==> config.mk <==
export PLATFORM = sky130hd
export DESIGN_NAME = ecm_regs
export DESIGN_NICKNAME = d
export VERILOG_FILES = /design/src/core/ecm_pkg.sv /design/src/core/ecm_store_if.sv /design/src/core/ecm_store.sv /design/src/core/ecm_regs.sv
export SDC_FILE = /design/constraint.sdc
export NUM_CORES = 1
export LEC_CHECK = 0
export ABC_AREA = 1
export BUFFER_PORTS_ARGS = -buffer_cell sky130_fd_sc_hd__buf_4
export CELL_PAD_IN_SITES_DETAIL_PLACEMENT = 2
export CELL_PAD_IN_SITES_GLOBAL_PLACEMENT = 2
export CORE_MARGIN = 2
export CORE_UTILIZATION = 25
export CTS_BUF_LIST = sky130_fd_sc_hd__clkbuf_4
export DETAILED_ROUTE_END_ITERATION = 16
export PLACE_DENSITY = 0.64
export SLEW_MARGIN = 20
export SYNTH_ARGS = -nofsm -noshare
export SYNTH_HDL_FRONTEND = slang
export SYNTH_SLANG_ARGS = --single-unit
==> constraint.sdc <==
create_clock -name mclk_i -period 5.75 [get_ports mclk_i]
set_input_delay 0.2875 -clock mclk_i [delete_from_list [all_inputs] [get_ports mclk_i]]
set_output_delay 0.2875 -clock mclk_i [all_outputs]
set_load 0.1 [all_outputs]
==> src/core/ecm_pkg.sv <==
package ecm_pkg;

  // Register addresses as carried on the serial link.
  localparam logic [15:0] ADDR_HOURS_HI    = 16'h9C41;
  localparam logic [15:0] ADDR_HOURS_LO    = 16'h9C42;
  localparam logic [15:0] ADDR_SPEED       = 16'h9C43;
  localparam logic [15:0] ADDR_VOLTAGE     = 16'h9C44;
  localparam logic [15:0] ADDR_OIL_PRESS   = 16'h9C45;
  localparam logic [15:0] ADDR_ENG_TEMP    = 16'h9C46;
  localparam logic [15:0] ADDR_SEQ_STATE   = 16'h9C47;
  localparam logic [15:0] ADDR_SHUTDOWN_A  = 16'h9C48;
  localparam logic [15:0] ADDR_SHUTDOWN_B  = 16'h9C49;
  localparam logic [15:0] ADDR_SHUTDOWN_C  = 16'h9C4A;
  localparam logic [15:0] ADDR_LEVEL       = 16'h9C4B;
  localparam logic [15:0] ADDR_START_STOP  = 16'h9C4C;
  localparam logic [15:0] ADDR_MAX_SPEED   = 16'h9C4D;
  localparam logic [15:0] ADDR_AMB_TEMP    = 16'h9C4E;
  localparam logic [15:0] ADDR_MODE        = 16'h9C4F;
  localparam logic [15:0] ADDR_LOAD_SPEED  = 16'h9C50;
  localparam logic [15:0] ADDR_MANUAL_ONLY = 16'h9C51;
  localparam logic [15:0] ADDR_PRE1_AUTO   = 16'h9C52;
  localparam logic [15:0] ADDR_PRE2_AUTO   = 16'h9C53;
  localparam logic [15:0] ADDR_COMMIT      = 16'h9D30;

  // Slots of the writable words, both in the working copy and in the saved store.
  localparam logic [2:0] IX_START_STOP  = 3'h0;
  localparam logic [2:0] IX_MAX_SPEED   = 3'h1;
  localparam logic [2:0] IX_MODE        = 3'h2;
  localparam logic [2:0] IX_LOAD_SPEED  = 3'h3;
  localparam logic [2:0] IX_MANUAL_ONLY = 3'h4;
  localparam logic [2:0] IX_PRE1_AUTO   = 3'h5;
  localparam logic [2:0] IX_PRE2_AUTO   = 3'h6;
  localparam logic [2:0] IX_LAST        = 3'h6;

  localparam logic [15:0] COMMIT_KEY     = 16'h0001;
  localparam logic [15:0] WORD_RST       = 16'h0000;
  localparam logic [7:0]  NODE_ID_RST    = 8'h01;
  localparam logic [15:0] SHUTDOWN_A_MSK = 16'h8FFF;
  localparam logic [15:0] SHUTDOWN_B_MSK = 16'hB99F;
  localparam logic [15:0] SHUTDOWN_C_MSK = 16'h0001;

  typedef enum logic [4:0] {
    SEQ_ECU_SETTLE   = 5'h00,
    SEQ_STOPPED      = 5'h01,
    SEQ_STANDBY      = 5'h02,
    SEQ_PRESTART1    = 5'h03,
    SEQ_SAFE_CHECK   = 5'h04,
    SEQ_PRESTART2    = 5'h05,
    SEQ_CRANKING     = 5'h06,
    SEQ_CRANK_REST   = 5'h07,
    SEQ_FALSE_START  = 5'h08,
    SEQ_WARMUP       = 5'h09,
    SEQ_LINE_FILL1   = 5'h0A,
    SEQ_LINE_FILL2   = 5'h0B,
    SEQ_RUN_LOADED   = 5'h0C,
    SEQ_COOLDOWN     = 5'h0D,
    SEQ_ENERGIZE_OFF = 5'h0E,
    SEQ_SPINDOWN     = 5'h0F,
    SEQ_WAIT_START   = 5'h10
  } ecm_seq_state_t;

  typedef enum logic [1:0] {
    ST_LOAD_A = 2'b00,
    ST_LOAD_B = 2'b01,
    ST_IDLE   = 2'b11,
    ST_COMMIT = 2'b10
  } ecm_ctl_state_t;

endpackage

==> src/core/ecm_store_if.sv <==
`timescale 1ns/1ps
interface ecm_store_if;
  logic        we;
  logic [2:0]  waddr;
  logic [15:0] wdata;
  logic [2:0]  raddr;
  logic [15:0] rdata;
  modport ctrl (output we, output waddr, output wdata, output raddr, input rdata);
  modport mem  (input we, input waddr, input wdata, input raddr, output rdata);
endinterface

==> src/core/ecm_store.sv <==
`timescale 1ns/1ps
module ecm_store
  import ecm_pkg::*;
(
  input  wire logic mclk_i,
  input  wire logic resetn_i,
  ecm_store_if.mem  port
);

  // The array is never reset: it stands for storage that outlives a power cycle.
  logic [15:0] mem [0:7];
  logic [15:0] rdata_q;

  always_ff @(posedge mclk_i) begin
    if (port.we) begin
      mem[port.waddr] <= port.wdata;
    end
  end

  always_ff @(posedge mclk_i or negedge resetn_i) begin
    if (!resetn_i) begin
      rdata_q <= WORD_RST;
    end else begin
      rdata_q <= mem[port.raddr];
    end
  end

  assign port.rdata = rdata_q;

endmodule // ecm_store

==> src/core/ecm_regs.sv <==
`timescale 1ns/1ps
// Contract
// - Link writes change only working copies; reset restores the saved values.
// - Writing one to the commit register saves all working copies permanently.
// - Run hours read as a 32-bit value over two consecutive words.
// - Supply voltage reads in tenths of a volt.
// - Sequencer state reads as numbers 0 to 8 for the early states.
// - Sequencer state numbers continue from 9 to 16.
// - Shutdown flag bits read one while the fault is active.
// - First shutdown word carries speed, crank, oil, fuel, pressure and remote faults.
// - Second shutdown word carries level, flow, fuel water, suction, gearbox, lamp.
// - Third shutdown word uses bit zero for pivot alignment only.
// - System level reads in tenths of a foot.
// - Start word one starts, zero stops, acting only in automatic mode.
// - Maximum speed setpoint is a writable word in rpm.
// - Mode word: zero manual, one automatic.
// - Manual-only option word: one enables, zero disables.
// - Each prestart word: one auto starts only, zero both kinds.
// - Loaded running speed setpoint is a writable word in rpm.
// - Speed, oil pressure and both temperatures read as plain measurements.
// - The slave node number is settable and starts at one.
module ecm_regs
  import ecm_pkg::*;
(
  input  wire logic           mclk_i,
  input  wire logic           resetn_i,
  input  wire logic           req_i,
  input  wire logic           req_we_i,
  input  wire logic [15:0]    req_addr_i,
  input  wire logic [15:0]    req_wdata_i,
  output logic                ready_o,
  output logic                ack_o,
  output logic                err_o,
  output logic [15:0]         rdata_o,
  input  wire logic           panel_we_i,
  input  wire logic [2:0]     panel_sel_i,
  input  wire logic [15:0]    panel_data_i,
  input  wire logic           panel_node_we_i,
  input  wire logic [7:0]     panel_node_i,
  input  wire logic [31:0]    run_hours_i,
  input  wire logic [15:0]    engine_speed_i,
  input  wire logic [15:0]    supply_voltage_i,
  input  wire logic [15:0]    oil_pressure_i,
  input  wire logic [15:0]    engine_temp_i,
  input  wire logic [15:0]    ambient_temp_i,
  input  wire logic [15:0]    system_level_i,
  input  wire ecm_seq_state_t seq_state_i,
  input  wire logic [15:0]    shutdown_a_i,
  input  wire logic [15:0]    shutdown_b_i,
  input  wire logic [15:0]    shutdown_c_i,
  output logic                engine_run_cmd_o,
  output logic                auto_mode_o,
  output logic [15:0]         max_speed_o,
  output logic [15:0]         loaded_speed_o,
  output logic                manual_only_o,
  output logic                pre1_auto_o,
  output logic                pre2_auto_o,
  output logic [7:0]          node_id_o
);

  //////////////////////////////////////////////////////////////////////////////

  typedef struct packed {
    ecm_ctl_state_t   st;
    logic [2:0]       idx;
    logic [6:0][15:0] wk;
    logic [15:0]      rdata;
    logic             ack;
    logic             err;
    logic             ready;
    logic             run_cmd;
    logic [7:0]       node;
  } ecm_core_t;

  localparam ecm_core_t CORE_RST = '{
    st:      ST_LOAD_A,
    idx:     3'h0,
    wk:      '0,
    rdata:   WORD_RST,
    ack:     1'b0,
    err:     1'b0,
    ready:   1'b0,
    run_cmd: 1'b0,
    node:    NODE_ID_RST
  };

  ecm_core_t   q;
  ecm_core_t   d;
  ecm_store_if store ();

  ecm_store u_store (
    .mclk_i   (mclk_i),
    .resetn_i (resetn_i),
    .port     (store.mem)
  );

  // Flag words keep only their single-bit meaning; the rest of the word reads zero.
  function automatic logic [15:0] ecm_clean(input logic [2:0] ix, input logic [15:0] v);
    if (ix == IX_MAX_SPEED || ix == IX_LOAD_SPEED) begin
      return v;
    end
    return {15'h0000, v[0]};
  endfunction

  //////////////////////////////////////////////////////////////////////////////

  logic [15:0] rd_word;
  logic        rd_hit;

  always_comb begin
    rd_hit  = 1'b1;
    rd_word = WORD_RST;
    unique case (req_addr_i)
      ADDR_HOURS_HI:    rd_word = run_hours_i[31:16];
      ADDR_HOURS_LO:    rd_word = run_hours_i[15:0];
      ADDR_SPEED:       rd_word = engine_speed_i;
      ADDR_VOLTAGE:     rd_word = supply_voltage_i;
      ADDR_OIL_PRESS:   rd_word = oil_pressure_i;
      ADDR_ENG_TEMP:    rd_word = engine_temp_i;
      ADDR_SEQ_STATE:   rd_word = {11'h000, seq_state_i};
      ADDR_SHUTDOWN_A:  rd_word = shutdown_a_i & SHUTDOWN_A_MSK;
      ADDR_SHUTDOWN_B:  rd_word = shutdown_b_i & SHUTDOWN_B_MSK;
      ADDR_SHUTDOWN_C:  rd_word = shutdown_c_i & SHUTDOWN_C_MSK;
      ADDR_LEVEL:       rd_word = system_level_i;
      ADDR_START_STOP:  rd_word = q.wk[IX_START_STOP];
      ADDR_MAX_SPEED:   rd_word = q.wk[IX_MAX_SPEED];
      ADDR_AMB_TEMP:    rd_word = ambient_temp_i;
      ADDR_MODE:        rd_word = q.wk[IX_MODE];
      ADDR_LOAD_SPEED:  rd_word = q.wk[IX_LOAD_SPEED];
      ADDR_MANUAL_ONLY: rd_word = q.wk[IX_MANUAL_ONLY];
      ADDR_PRE1_AUTO:   rd_word = q.wk[IX_PRE1_AUTO];
      ADDR_PRE2_AUTO:   rd_word = q.wk[IX_PRE2_AUTO];
      ADDR_COMMIT:      rd_word = WORD_RST;
      default:          rd_hit  = 1'b0;
    endcase
  end

  //////////////////////////////////////////////////////////////////////////////

  logic [2:0] wr_ix;
  logic       wr_hit;

  always_comb begin
    wr_hit = 1'b1;
    wr_ix  = IX_START_STOP;
    unique case (req_addr_i)
      ADDR_START_STOP:  wr_ix = IX_START_STOP;
      ADDR_MAX_SPEED:   wr_ix = IX_MAX_SPEED;
      ADDR_MODE:        wr_ix = IX_MODE;
      ADDR_LOAD_SPEED:  wr_ix = IX_LOAD_SPEED;
      ADDR_MANUAL_ONLY: wr_ix = IX_MANUAL_ONLY;
      ADDR_PRE1_AUTO:   wr_ix = IX_PRE1_AUTO;
      ADDR_PRE2_AUTO:   wr_ix = IX_PRE2_AUTO;
      default:          wr_hit = 1'b0;
    endcase
  end

  //////////////////////////////////////////////////////////////////////////////

  always_comb begin
    d           = q;
    d.ack       = 1'b0;
    d.err       = 1'b0;
    store.we    = 1'b0;
    store.waddr = q.idx;
    store.wdata = q.wk[q.idx];
    store.raddr = q.idx;
    unique case (q.st)
      ST_LOAD_A: begin
        d.st = ST_LOAD_B;
      end
      ST_LOAD_B: begin
        // Working copies start from the saved values after every reset.
        d.wk[q.idx] = ecm_clean(q.idx, store.rdata);
        if (q.idx == IX_LAST) begin
          d.idx   = 3'h0;
          d.st    = ST_IDLE;
          d.ready = 1'b1;
        end else begin
          d.idx = q.idx + 3'h1;
          d.st  = ST_LOAD_A;
        end
      end
      ST_IDLE: begin
        if (req_i) begin
          d.ack   = 1'b1;
          d.rdata = WORD_RST;
          if (req_we_i) begin
            if (wr_hit) begin
              d.wk[wr_ix] = ecm_clean(wr_ix, req_wdata_i);
            end else if (req_addr_i == ADDR_COMMIT) begin
              if (req_wdata_i == COMMIT_KEY) begin
                d.st    = ST_COMMIT;
                d.idx   = 3'h0;
                d.ready = 1'b0;
              end
            end else begin
              d.err = 1'b1;
            end
          end else begin
            d.rdata = rd_word;
            d.err   = !rd_hit;
          end
        end
        // Entries from the local panel are saved at once and win over the link.
        if (panel_we_i && panel_sel_i <= IX_LAST) begin
          d.wk[panel_sel_i] = ecm_clean(panel_sel_i, panel_data_i);
          store.we          = 1'b1;
          store.waddr       = panel_sel_i;
          store.wdata       = ecm_clean(panel_sel_i, panel_data_i);
        end
      end
      ST_COMMIT: begin
        store.we = 1'b1;
        if (q.idx == IX_LAST) begin
          d.idx   = 3'h0;
          d.st    = ST_IDLE;
          d.ready = 1'b1;
        end else begin
          d.idx = q.idx + 3'h1;
        end
      end
    endcase
    if (panel_node_we_i) begin
      d.node = panel_node_i;
    end
    // Start only takes effect while the mode word selects automatic operation.
    d.run_cmd = d.wk[IX_START_STOP][0] & d.wk[IX_MODE][0];
  end

  always_ff @(posedge mclk_i or negedge resetn_i) begin
    if (!resetn_i) begin
      q <= CORE_RST;
    end else begin
      q <= d;
    end
  end

  //////////////////////////////////////////////////////////////////////////////

  assign ready_o          = q.ready;
  assign ack_o            = q.ack;
  assign err_o            = q.err;
  assign rdata_o          = q.rdata;
  assign engine_run_cmd_o = q.run_cmd;
  assign auto_mode_o      = q.wk[IX_MODE][0];
  assign max_speed_o      = q.wk[IX_MAX_SPEED];
  assign loaded_speed_o   = q.wk[IX_LOAD_SPEED];
  assign manual_only_o    = q.wk[IX_MANUAL_ONLY][0];
  assign pre1_auto_o      = q.wk[IX_PRE1_AUTO][0];
  assign pre2_auto_o      = q.wk[IX_PRE2_AUTO][0];
  assign node_id_o        = q.node;

  logic rd_taken;
  logic wr_taken;
  assign rd_taken = req_i && !req_we_i && ready_o;
  assign wr_taken = req_i && req_we_i && ready_o;
endmodule // ecm_regs

### After elaboration in Yosys (flattened, before gate mapping)

Memory sizes are Yosys's and may differ from the RTL's. A register that Yosys moved wholly into a read port is not among the register bits.
Index checks and enable logic that the tools add are counted.

* $add $sub $neg: 1
* order comparisons: 7
* equal/unequal tests: 38
* muxes and demuxes: 70
* bitwise logic cells: 1
* reduce and logical (&&, ||, !) cells: 20

Operators with widths (number)
* $bwmux W112: 3
* $eq A16 B16 Y1 const B: 20
* $mux W16: 20
* $pmux W16 S19: 1
* $mux W136: 2
* $mux W112: 2
* $pmux W112 S2: 1
* $demux W16 S3: 3
* $mux W117: 1
* $bmux W16 S3: 1
* $mux W1: 21
* $mux W5: 4
* $reduce_or A20 Y1: 1
* $pmux W3 S6: 1
* $eq A16 B1 Y1 const B: 1
* $lt A3 B4 Y1 const B: 3
* $ne A2 B2 Y1 const B: 6
* $reduce_and A6 Y1: 2
* $eq A3 B1 Y1 const B: 3
* $eq A3 B2 Y1 const B: 3
* $ge A3 B1 Y1 const B: 3
* $mux W3: 3
* $pmux W3 S3: 1
* $pmux W2 S4: 1
* 19 further kinds: 30

* register bits after elaboration: 145
* memory bits (writable): 128
* bits of input ports: 246
* word-level logic and storage cells: 155
* memories: 1

Memory list
* u_store.mem: depth 8, bits a word 16, rd ports 1, clocked after memory_dff 1, write ports 1, line ecm_store.sv:11 `logic [15:0] mem [0:7];`

### Logic depth before layout (Yosys ltp)

* word-level depth: 23
* depth in mapped cells: 17
* depth with buffers taken out: 16

### Hierarchy

Synthesis repeated with hierarchy kept, for this count alone.

* cell total of the unflattened synthesis: 2235
* area total of the unflattened synthesis: 17397.9 um^2

Modules (own cells, without submodules)
* ecm_regs: instances 1, cells an instance 1648, area each 11328.4 um^2, seq. area each 3629.7 um^2
* ecm_store: instances 1, cells an instance 587, area each 6069.6 um^2, seq. area each 4244.1 um^2

### Least setup slack after synthesis

OpenSTA, ideal clock, no wires.

* path kind: reg-to-reg
* start: reg q[143] (netlist bit)
* end: mem u_store.mem[0][0] (enable)
* library setup time: 0.388 ns
* arrival time: 2.120 ns
* required time: 5.362 ns
* setup slack: 3.242 ns
* stages on the path, launching flop included: 8
* buffers on the path: 0
* clock period less this slack: 2.508 ns
* cell sequence: dfrtp_1 > ha_1 > inv_1 > nor2_1 > inv_1 > o21ai_0 > nand2_1 > nor2_1

* cells in the longest elaborated chain, start to end: 4
* elaborated cells on any way between the ends: 6

RTL lines
* start: declaration: line ecm_regs.sv:87 `ecm_core_t q;`
* start signal: assignment: line ecm_regs.sv:233 `q <= CORE_RST;`
* start signal: assignment: line ecm_regs.sv:235 `q <= d;`
* $eq A2 B2 Y1: line ecm_regs.sv:168 `unique case (q.st)`
* $pmux W1 S2: line ecm_regs.sv:168
* $mux W1: line ecm_store.sv:15 `if (port.we) begin`
* $mux W1 (not written as such): line ecm_store.sv:16 `mem[port.waddr] <= port.wdata;`
* end: declaration: line ecm_store.sv:11

Several ways; a longest one is shown, not always the timed one.

### Final worst setup path

* start: reg q, in the netlist store.raddr[2]
* end: mem u_store.mem[2][8], data pin

* cells in the longest elaborated chain, start to end: 4

RTL lines
* $bmux W16 S3 *: line ecm_regs.sv:166 `store.wdata = q.wk[q.idx];`
* $mux W16 (not written as such) *: line ecm_regs.sv:166
* $mux W16: line ecm_regs.sv:206 `if (panel_we_i && panel_sel_i <= IX_LAST) begin`
* $mux W16 *: line ecm_regs.sv:168
* named net store.wdata[8]: line ecm_store_if.sv:5 `logic [15:0] wdata;`

The timed path passes the listed nets; every way through them passes the cells marked *. The select of a mux whose other input is x is not followed.

==> metrics.txt <==
outcome=completed; Overflow after GRT=0; cell mode on critical path=buf_4; CP cell instances=nand2_1, nor2_2, inv_1, buf_4, o22ai_1, a2111oi_0, buf_4, o21ai_0; MaxCap Viol Count=0; Total Neg Setup Slack=0 ps; RSZ-0062 raised after global routing=no; IO Port Bufs=286; # nets final=2736; Least-Margin Pin Slew=1260 ps; worst skew pair latency=920 ps; max-slew violation count=0; crit path kind=reg2reg; hpwl dp=68.1 mm; Worst Reg2Reg Path Length in Cells=8; Avg Inst Size Synth=8.09 um^2; CP Max Fanout=19; drt first-iter violations=1429; # setup viols final=0; largest net degree at the start of global routing=75; core box area=0.0685 mm^2; full die area=0.0713 mm^2; via count=18.9k; Clock transition at path regs=70 ps; Tot GR Track Use=26.7%; Rel. slew slack=13.5%; antenna-violating nets left=0; CTS Buf Count=88; Worst Setup End Kind=flop; R2R setup slack=1740 ps; number of synthesized register bits=289; non-filler instance count after layout=3435; Tmin final=4010 ps; initial antenna violation count=3; Rows=96; Data required, critical path=6170 ps; Total Wirelength=96.9 mm; routed via count divided by cell count=5.50; Initial Utilization=25.2%; worst hold slack=27.8 ps; Clock Tree Buf Depth=3; Min-Delay Path Depth=5; Final period util=69.7%; chip height=267 um; DR pass1 iterations=5; clock root cell=clkbuf_4; area grow syn2layout=28.4%; FF/Latch Area=0.00787 mm^2; clock net sink count=289; top area cells in the synthesized netlist=dfrtp_1 (23%), edfxtp_1 (22%), nand2_1 (7.7%); DRC violations left=0; RePlAce Congestion=0.888; Setup Skew=137 ps; area leader, netlist=dfrtp_1; number of I/O pins=310; Pwr Density=259 mW/mm^2; cell count after placement=3174; Syn Nets=2387; busiest grt layer=met2; GRT met1 Usage=32.5%; Synth cell types=47; global-route wire length before repair=139 mm; Cells after Synth=2136; # fillers=7893; critical path launch point type=flop; yosys warns=0; post-synthesis cell area=0.0173 mm^2; slowest CP cell=a2111oi_0; Worst VDD drop=0.000183 V; CP peak stage delay=870 ps; multi-input logic area=0.00751 mm^2; top cell type's share of synthesized area=23.2%; worst hold path class=in2reg; H-tree levels=3; GR Util met3=5.34%; Pleak=9.30 nW; routed len/inst=28.2 um; CP Data Arrival Time=4430 ps; final hold vios=0; die width=267 um; highest clock rate=0.249 GHz; post-cts sizing count=0; layout cells sized above 1=21.6%; share of the yosys chip area belonging to registers=45.6%; TritonCTS clock tree=yes; met2 usage=44.4%; vias in the first global route=20.3k
cell families (layout without fill, tap and decap cells):
kind of cell	count (synthesis)	after routing	synth area share, %
fa+ha+maj	5	5	0.362
mux	8	8	0.521
compound gates	546	546	19.8
other cells	0	3	0
buf+inv	440	854	11.2
flops	289	289	45.6
simple gates	848	848	22.6
final timing paths:
kind	to	startpoint
worst max-delay path	u_store.mem[2][8]	store.raddr[2]
worst min-delay path	loaded_speed_o[13]	req_wdata_i[13]
worst max register to register	u_store.mem[2][8]	store.raddr[2]
worst min register to register	u_store.port.rdata[8]	u_store.mem[5][8]
max in group asynchronous	q[98]	resetn_i
min in group asynchronous	max_speed_o[2]	resetn_i
repair_timing:
action / 4_1_cts / 5_1_grt
hold buffers: 103 / 0
setup buffers: 0 / 0
hold endpoints to repair: 120 / 0
setup endpoints to repair: 0 / 0
registers in the layout (all words and copies together), names as in the netlist:
signal / cells
err_o: 1
manual_only_o: 1
ack_o: 1
node_id_o: 8
store.raddr: 3
loaded_speed_o: 16
engine_run_cmd_o: 1
u_store.mem: 128
pre2_auto_o: 1
rdata_o: 16
u_store.port.rdata: 16
ready_o: 1
q: 78
pre1_auto_o: 1
auto_mode_o: 1
max_speed_o: 16
synthesized netlist by cell type (all sizes together):
cell and n:
a2111oi 6, a21oi 95, a221oi 21, a22o 13
a22oi 18, a31oi 5, a32o 2, and3 1
buf 98, clkbuf 85, clkinv 2, dfrtp 160
dfstp 1, edfxtp 128, ha 5, inv 255
mux2 8, nand2 367, nand3 230, nand4 83
nor2 136, nor3 18, nor4 6, o2111ai 8
o211ai 46, o21ai 181, o21bai 4, o221ai 45
o22ai 89, o31ai 1, o32ai 12, or2 7
placed cells by master, fill, tap and decap left out, types with 3 or more instances in the layout:
cell type,netlist,layout
nand2_1,356,356
buf_4,57,338
inv_1,244,244
nand3_1,226,226
o21ai_0,173,171
dfrtp_1,160,160
clkbuf_4,0,137
edfxtp_1,128,128
nor2_1,121,115
dlygate4sd3_1,0,102
a21oi_1,95,95
o22ai_1,89,89
nand4_1,83,83
o211ai_1,46,46
o221ai_1,45,45
a221oi_1,21,21
a22oi_1,18,18
nor2_2,12,17
nor3_1,14,14
clkinv_1,2,13
a22o_1,13,13
o32ai_1,12,12
inv_2,11,11
o21ai_1,8,10
o2111ai_1,8,8
mux2_2,8,8
nand2_2,7,7
nor4_1,6,6
or2_2,6,6
a31oi_1,5,5
a2111oi_0,6,5
nand2_4,4,4
o21bai_1,4,4
ha_1,5,4
diode_2,0,3
nor2_4,2,3
nor3_2,3,3
nand3_2,3,3
inv_6,0,3
power breakdown:
part	internal [mW]	leakage, nW	total [mW]	switching (mW)
combinational	0.339	5.39	1.21	0.874
sequential	2.27	3.23	2.40	0.132
clock	1.09	0.679	2.12	1.04
total	3.69	9.30	5.74	2.04
cell type report:
| class | instances | share of cell area (%) |
|---|---|---|
| diodes | 3 | 0.0338 |
| clock buffers | 137 | 4.64 |
| clock inverters | 18 | 0.434 |
| inverters | 257 | 4.35 |
| multi-input cells | 1407 | 33.9 |
| flip-flops and latches | 289 | 35.5 |
| well taps | 882 | 4.97 |
| repair buffers | 442 | 16.2 |
worst max-delay path, delay by kind of cell, from the launching register on:
family                 cells  cell delay, ps
AND/OR/NAND/NOR            2             410
AO/OA/AOI/OAI              3            1290
flip-flops                 1             580
buffers and inverters      3            1290
routing by layer:
| layer | vias up | wire length (um) |
|---|---|---|
| li1 | 8265 | - |
| met1 | 9592 | 39500 |
| met2 | 797 | 45100 |
| met3 | 228 | 6760 |
| met4 | 0 | 5520 |
| met5 | - | 0 |
through the flow:
stage	area, um^2	utilization [%]	power, mW	setup WS (ps)
2_1_floorplan	17300	-	3.12	3240
3_3_place_gp	20000	29.2	3.54	1840
3_5_place_dp	20000	29.2	3.57	1820
4_1_cts	22200	32.4	5.78	1790
5_1_grt	22200	32.4	5.97	1590
6_report	22200	32.4	5.74	1740
No activity file was read; power rests on OpenSTA's default activity.
